## src/hw/usmc_pkg.sv

```systemverilog
// Constants and types for the serial mode and clock select block.
// Assumes a plain register port with one-cycle read latency.
// Function
// - Mode zero disables outputs, hold, start detect
// - Inputs keep working in every wire mode
// - Three-wire: data-out replaces port output bit
// - Three-wire: data-in and clock pins stay normal
// - Two-wire: open-drain lines gated by direction
// - Data line low if shifter or port zero
// - Clock line low if port zero or hold
// - Start condition holds clock until flag cleared
// - Two-wire disables pull-ups on both lines
// - Mode three also holds clock on overflow
// - External clock: output on opposite edge
// - Strobe or timer source: latch transparent
// - Clock source table for strobe and timer
// - External edge choice and counter source
// - Strobe shifts once, increments counter
// - Strobe and toggle bits read zero
// - Toggle write inverts clock pin port value
// - Toggle write clocks counter in external mode
// - Serial output comes from shifter top bit
// - Overflow flag set on wrap to zero
package usmc_pkg;
  localparam logic [1:0] A_CTRL = 2'h0;
  localparam logic [1:0] A_STAT = 2'h1;
  localparam logic [1:0] A_DATA = 2'h2;
  localparam logic [1:0] A_PORT = 2'h3;
  localparam int CTRL_WM_HI = 5;
  localparam int CTRL_WM_LO = 4;
  localparam int CTRL_CS_HI = 3;
  localparam int CTRL_CS_LO = 2;
  localparam int CTRL_STROBE = 1;
  localparam int CTRL_TOGGLE = 0;
  localparam int STAT_SIF = 7;
  localparam int STAT_OIF = 6;
  localparam int STAT_CNT_HI = 3;
  localparam int PORT_DIR_LO = 4;
  localparam int PIN_DI = 0;
  localparam int PIN_DO = 1;
  localparam int PIN_SCK = 2;
  localparam logic [3:0] CNT_MAX = 4'hf;
  localparam logic [3:0] CNT_ONE = 4'h1;
  typedef enum logic [1:0] {
    WM_OFF = 2'b00,
    WM_THREE = 2'b01,
    WM_TWO = 2'b10,
    WM_TWO_HOLD = 2'b11
  } usmc_wm_t;
  typedef enum logic [1:0] {
    CS_SOFT = 2'b00,
    CS_TIMER = 2'b01,
    CS_EXT_POS = 2'b10,
    CS_EXT_NEG = 2'b11
  } usmc_cs_t;
  typedef struct packed {
    usmc_wm_t wm;
    usmc_cs_t cs;
    logic cnt_sel;
    logic [2:0] port;
    logic [2:0] dir;
    logic [7:0] sr;
    logic latch;
    logic [3:0] cnt;
    logic sif;
    logic oif;
    logic [2:0] sync1;
    logic [2:0] sync2;
    logic [2:0] prev;
    logic [7:0] rdata;
    logic [2:0] po;
    logic [2:0] poe;
    logic [2:0] ppu;
  } usmc_state_t;
  localparam usmc_state_t USMC_RESET = '0;
endpackage

```

## src/hw/usmc_top.sv

```systemverilog
// Wire mode, clock select, shifter, counter and pin drive of the
// universal serial interface. Pins arrive unsynchronised; the
// timer match input is a one-cycle pulse on CLK.
`timescale 1ns/1ps
module usmc_top
(
  input wire logic CLK,
  input wire logic RST,
  input wire logic CE,
  input wire logic [1:0] ADDR,
  input wire logic [7:0] WDATA,
  input wire logic WR,
  input wire logic RD,
  output logic [7:0] RDATA,
  input wire logic TIMER_MATCH,
  input wire logic [2:0] PIN_I,
  output logic [2:0] PIN_O,
  output logic [2:0] PIN_OE,
  output logic [2:0] PIN_PU
);
  import usmc_pkg::*;

  usmc_state_t s_q;
  usmc_state_t s_d;
  logic wr_ctrl;
  logic wr_stat;
  logic wr_data;
  logic wr_port;
  logic strobe;
  logic toggle;
  logic sck_rise;
  logic sck_fall;
  logic start_det;
  logic sr_clk;
  logic cnt_clk;
  logic hold;
  logic cnt_sel_now;
  usmc_cs_t cs_now;

  always_comb
  begin
    s_d = s_q;
    wr_ctrl = 1'b0;
    wr_stat = 1'b0;
    wr_data = 1'b0;
    wr_port = 1'b0;
    strobe = 1'b0;
    toggle = 1'b0;
    sck_rise = 1'b0;
    sck_fall = 1'b0;
    start_det = 1'b0;
    sr_clk = 1'b0;
    cnt_clk = 1'b0;
    hold = 1'b0;
    cs_now = s_q.cs;
    cnt_sel_now = s_q.cnt_sel;
    if (CE)
    begin
      wr_ctrl = WR && (ADDR == A_CTRL);
      wr_stat = WR && (ADDR == A_STAT);
      wr_data = WR && (ADDR == A_DATA);
      wr_port = WR && (ADDR == A_PORT);
      // Inputs are sampled in every wire mode
      s_d.sync1 = PIN_I;
      s_d.sync2 = s_q.sync1;
      s_d.prev = s_q.sync2;
      sck_rise = s_q.sync2[PIN_SCK] && !s_q.prev[PIN_SCK];
      sck_fall = !s_q.sync2[PIN_SCK] && s_q.prev[PIN_SCK];
      start_det = s_q.prev[PIN_DI] && !s_q.sync2[PIN_DI]
        && s_q.sync2[PIN_SCK];
      if (wr_ctrl)
      begin
        s_d.wm = usmc_wm_t'(WDATA[CTRL_WM_HI:CTRL_WM_LO]);
        s_d.cs = usmc_cs_t'(WDATA[CTRL_CS_HI:CTRL_CS_LO]);
        // Kept only as the external counter source select
        s_d.cnt_sel = WDATA[CTRL_STROBE];
        cs_now = s_d.cs;
        cnt_sel_now = s_d.cnt_sel;
      end
      // Write pulses; toggle leaves no stored bit, strobe is also kept as cnt_sel
      strobe = wr_ctrl && WDATA[CTRL_STROBE];
      toggle = wr_ctrl && WDATA[CTRL_TOGGLE];
      if (wr_port)
      begin
        s_d.port = WDATA[2:0];
        s_d.dir = WDATA[PORT_DIR_LO+2:PORT_DIR_LO];
      end
      if (toggle)
      begin
        s_d.port[PIN_SCK] = !s_q.port[PIN_SCK];
      end
      case (cs_now)
        CS_SOFT:
        begin
          sr_clk = strobe;
          cnt_clk = strobe;
        end
        CS_TIMER:
        begin
          sr_clk = TIMER_MATCH;
          cnt_clk = TIMER_MATCH;
        end
        CS_EXT_POS:
        begin
          sr_clk = sck_rise;
          cnt_clk = cnt_sel_now ? toggle : (sck_rise || sck_fall);
        end
        CS_EXT_NEG:
        begin
          sr_clk = sck_fall;
          cnt_clk = cnt_sel_now ? toggle : (sck_rise || sck_fall);
        end
        default:
        begin
          sr_clk = 1'b0;
          cnt_clk = 1'b0;
        end
      endcase
      // A data write in the same cycle as a clock wins; no shift
      if (wr_data)
      begin
        s_d.sr = WDATA;
      end
      else if (sr_clk)
      begin
        s_d.sr = {s_q.sr[6:0], s_q.sync2[PIN_DI]};
      end
      // Flags: clear first so a same-cycle start sets SIF; a status write blocks the overflow set
      if (wr_stat)
      begin
        s_d.cnt = WDATA[STAT_CNT_HI:0];
        if (WDATA[STAT_SIF])
        begin
          s_d.sif = 1'b0;
        end
        if (WDATA[STAT_OIF])
        begin
          s_d.oif = 1'b0;
        end
      end
      else if (cnt_clk)
      begin
        s_d.cnt = s_q.cnt + CNT_ONE;
      end
      if (cnt_clk && !wr_stat && s_q.cnt == CNT_MAX)
      begin
        s_d.oif = 1'b1;
      end
      // Start detector runs only in the two-wire modes
      if (s_q.wm[1] && start_det)
      begin
        s_d.sif = 1'b1;
      end
      if (!cs_now[1])
      begin
        s_d.latch = s_d.sr[7];
      end
      else if (cs_now == CS_EXT_POS ? sck_fall : sck_rise)
      begin
        // Changes on the edge opposite the sampling edge
        s_d.latch = s_d.sr[7];
      end
      hold = s_d.sif
        || (s_d.wm == WM_TWO_HOLD && s_d.oif);
      // Plain port behaviour for every pin unless a mode overrides
      s_d.po = s_d.port;
      s_d.poe = s_d.dir;
      s_d.ppu = ~s_d.dir & s_d.port;
      case (s_d.wm)
        WM_OFF:
        begin
          s_d.po = s_d.port;
        end
        WM_THREE:
        begin
          s_d.po[PIN_DO] = s_d.latch;
        end
        WM_TWO, WM_TWO_HOLD:
        begin
          s_d.po[PIN_DI] = 1'b0;
          s_d.poe[PIN_DI] = s_d.dir[PIN_DI]
            && (!s_d.latch || !s_d.port[PIN_DI]);
          s_d.po[PIN_SCK] = 1'b0;
          s_d.poe[PIN_SCK] = s_d.dir[PIN_SCK]
            && (!s_d.port[PIN_SCK] || hold);
          s_d.ppu[PIN_DI] = 1'b0;
          s_d.ppu[PIN_SCK] = 1'b0;
        end
        default:
        begin
          s_d.po = s_d.port;
        end
      endcase
      s_d.rdata = 8'h00;
      if (RD)
      begin
        case (ADDR)
          A_CTRL: s_d.rdata = {2'h0, s_q.wm, s_q.cs, 2'h0};
          A_STAT: s_d.rdata = {s_q.sif, s_q.oif, 2'h0, s_q.cnt};
          A_DATA: s_d.rdata = s_q.sr;
          A_PORT: s_d.rdata = {1'b0, s_q.dir, 1'b0, s_q.port};
          default: s_d.rdata = 8'h00;
        endcase
      end
    end
  end

  always_ff @(posedge CLK)
  begin
    if (RST)
    begin
      s_q <= USMC_RESET;
    end
    else
    begin
      s_q <= s_d;
    end
  end

  assign RDATA = s_q.rdata;
  assign PIN_O = s_q.po;
  assign PIN_OE = s_q.poe;
  assign PIN_PU = s_q.ppu;
endmodule

```

## config.mk

```make
export PLATFORM = sky130hd
export DESIGN_NAME = usmc_top
export DESIGN_NICKNAME = d
export VERILOG_FILES = /design/src/hw/usmc_pkg.sv /design/src/hw/usmc_top.sv
export SDC_FILE = /design/constraint.sdc
export NUM_CORES = 1
export LEC_CHECK = 0
export BUFFER_PORTS_ARGS = -buffer_cell sky130_fd_sc_hd__buf_2
export CAP_MARGIN = 20
export CORE_ASPECT_RATIO = 0.75
export CORE_MARGIN = 2
export CORE_UTILIZATION = 55
export CTS_BUF_LIST = sky130_fd_sc_hd__clkbuf_8
export DETAILED_ROUTE_END_ITERATION = 12
export PLACE_DENSITY = 0.78
export SETUP_SLACK_MARGIN = 0.3
export SYNTH_ARGS = -nofsm -noshare
export SYNTH_HDL_FRONTEND = slang
export SYNTH_SLANG_ARGS = --single-unit
```

## constraint.sdc

```tcl
create_clock -name CLK -period 4.75 [get_ports CLK]
set_input_delay 0.95 -clock CLK [delete_from_list [all_inputs] [get_ports CLK]]
set_output_delay 0.95 -clock CLK [all_outputs]
set_load 0.01 [all_outputs]
```

==> metrics <==
cts repair resizes=0; Worst Reg-to-Reg Cells=8; cell-internal power=0.577 mW; worst-path maximum fanout=21; grt ovf=0; unrepaired setup endpoints after global routing=false; Worst-Skew Late Latency=0.30 ns; CP endpoint=s_q[36]; Adder-Cell Fraction of Synth Area=0.0142; layout cells sized above 1=0.201; worst vdd ir=234 µV; Worst Setup End Kind=register; sequential share of power=0.540; Vias/cell=5.96; RR Endpoint=PIN_OE[0]; core area=4550 µm²; multiplexer share of the synthesized area=0.167; global-route wire length before repair=10.5 mm; standby leakage power=1.15 nW; worst hold slack=0.460 ns; Multi-input gate area=1460 µm²; hold crit path type=reg -> reg; TritonRoute pass-1 iters=4; main combinational cell family by area after synthesis=simple AND/OR/NAND/NOR gates; Logic pwr share=0.139; synthesized-area fraction occupied by and/or/nand/nor cells=0.195; Syn Inst Count=306; synthesis-to-finish area growth=5.05%; Die X=84.2 µm; Routability Congestion=0.898; Worst Max-Slew Pin Slew=0.870 ns; Psw=0.214 mW; worst reg2reg startpoint=s_q[22]; Post-Route Skew=0.00707 ns; DIE AREA=5400 µm²; area of the mapped netlist=2650 µm²; Sw Ratio=0.271; Seq/Total Area, Yosys=0.363; total of max-cap violations=0; CTS Hold Bufs=0; DRT antenna net count=0; vias in the first global route=2087; post-synth net total=328; Rows=21; CTS Sinks=48; DRC Markers=0; Post-Synth XOR/XNOR Area=0; DRT iter0 DRCs=270; R2R setup slack=2.76 ns; largest net degree at the start of global routing=49; CTS Buf Count=5; Initial Utilization=0.583; PD cells=284 nW/µm²; drt wl/cell=16.4 µm; status=finished, final reports clean; Synth Register Bits=48; Clock Path Buffers=2; post-CTS setup buffer count=0; Reg clk slew, reported paths=0.09 ns; post-synthesis async set-or-reset flop share=0; Avg Cell Area, Syn=8.66 µm²; Worst setup startpoint=ADDR[1]; Most used DFF post-synth=dfxtp_1; area occupied by registers=961 µm²; # port buffers=34; fmax=327 MHz; Req. time, crit path=5.00 ns; final WL=6.08 mm; fill count=404; minimum clock period=3.05 ns; initial antenna violation count=0; number of synthesis warnings=0; final number of setup-violating endpoints=0; setup TNS=0 ns; fin crit share=0.643; CTS tree=built; Root Buffer=clkbuf_8; nets=335; Top-Level Pins=36; Crit path arrival time=3.31 ns; Worst Setup Start Kind=input pin; Final HPWL DP=4.33 mm; part of the power in the clock network=0.320; DR vias=2211; number of synthesized flops with an enable pin=0; count of pins over their slew limit=0; relative slew slack=0.420; overall global routing resource usage=0.244; Die Y=64.1 µm; class of the most critical setup path=in -> reg; compound-gate portion of the synthesized area=0.175; Synth cell types=47; final hold vios=0; # diodes=0; H-tree lvl count=2
## worst max-delay path: stages
cell and delay [ns]:
buf_2 0.22, nor3b_1 0.50, buf_4 0.27, mux2_4 0.35
mux2i_1 0.22, o21ai_0 0.16, a21oi_2 0.36, o221a_2 0.26
## metal layers
metal | GRT usage | wire length [µm]
met1 | 0.351 | 2860
met3 | 0.0556 | 485
met4 | 0.0544 | 44
met2 | 0.373 | 2690
met5 | 0 | 0
## worst min path at each step
stage / start / endpoint / cells past startpoint
4_1_cts: PIN_PU[0] / PIN_PU[0] / 2
2_1_floorplan: PIN_PU[0] / PIN_PU[0] / 2
3_3_place_gp: PIN_PU[0] / PIN_PU[0] / 2
5_1_grt: PIN_PU[0] / PIN_PU[0] / 2
3_5_place_dp: PIN_PU[0] / PIN_PU[0] / 2
6_report: PIN_PU[0] / PIN_PU[0] / 2
## registers in the layout, indices dropped and copies added, names as in the netlist
register	cells
s_q	32
RDATA	8
PIN_OE	2
PIN_O	3
PIN_PU	3
## cell usage after synthesis (2+ instances only)
master	count	area share
nor2_1	58	0.082
dfxtp_1	48	0.36
mux2i_1	31	0.12
nand2_1	18	0.025
buf_4	17	0.048
a21oi_1	13	0.025
clkbuf_1	13	0.018
a22oi_1	10	0.028
o221a_2	8	0.034
a22o_1	7	0.023
mux2_2	7	0.030
nand3_1	7	0.013
nor2b_1	6	0.014
o21ai_0	6	0.011
a211oi_1	4	0.011
buf_1	3	0.0042
ha_1	3	0.014
inv_1	3	0.0042
nand2b_1	3	0.0071
nor3_1	3	0.0057
nor3b_1	3	0.0085
and2_1	2	0.0047
and3_1	2	0.0047
buf_6	2	0.0085
mux2_4	2	0.011
nand4_1	2	0.0047
nand4b_1	2	0.0066
nor4_1	2	0.0047
o41ai_1	2	0.0066
or2_0	2	0.0047
## power groups by stage
stage | Combinational [mW] | Clock, mW | Sequential [mW]
2_1_floorplan | 0.0848 | 0 | 0.433
3_3_place_gp | 0.106 | 0 | 0.436
3_5_place_dp | 0.109 | 0 | 0.437
4_1_cts | 0.109 | 0.257 | 0.427
5_1_grt | 0.122 | 0.273 | 0.430
6_report | 0.110 | 0.253 | 0.428
## cell type report
type	count	share of cell area
Tap cell	57	0.0256
Timing Repair Buffer	36	0.0665
Clock inverter	2	0.00360
Multi-Input combinational cell	218	0.524
Sequential cell	48	0.345
Clock buffer	6	0.0297
Inverter	4	0.00539
## kinds of logic (layout without fill, tap and decap cells)
group | count (synthesis) | in the layout
multiplexers | 41 | 41
adder cells (fa/ha/maj) | 3 | 3
flip-flops | 48 | 48
AO/OA/AOI/OAI | 61 | 61
AND/OR/NAND/NOR | 113 | 113
buffers and inverters | 40 | 48
## cell usage in the layout, fill, tap and decap left out, types with 3 or more instances in the layout
cell type  synthesis  final
a22oi_1           10     10
a21oi_1           13     13
mux2_2             7      7
o221a_2            8      8
inv_1              3      3
dfxtp_1           48     48
nor3b_1            3      3
nand2_1           18     18
nor2b_1            6      6
nand2b_1           3      3
a22o_1             7      7
clkbuf_8           0      6
ha_1               3      3
nand3_1            7      7
a211oi_1           4      4
o21ai_0            6      6
mux2i_1           31     31
buf_2              1     34
nor3_1             3      3
nor2_1            58     58
## stage by stage
stage                     instance area, µm²  utilization  power (mW)  setup slack (ns)  cells
after CTS                               2780        0.612       0.794              1.75    371
after floorplan                         2650            -       0.518              1.99    306
final                                   2780        0.612       0.791              1.70    371
after global placement                  2690        0.592       0.543              1.50    363
after detailed placement                2690        0.592       0.546              1.46    363
after global routing                    2780        0.612       0.825              1.57    371
No activity file was read; power rests on OpenSTA's default activity.
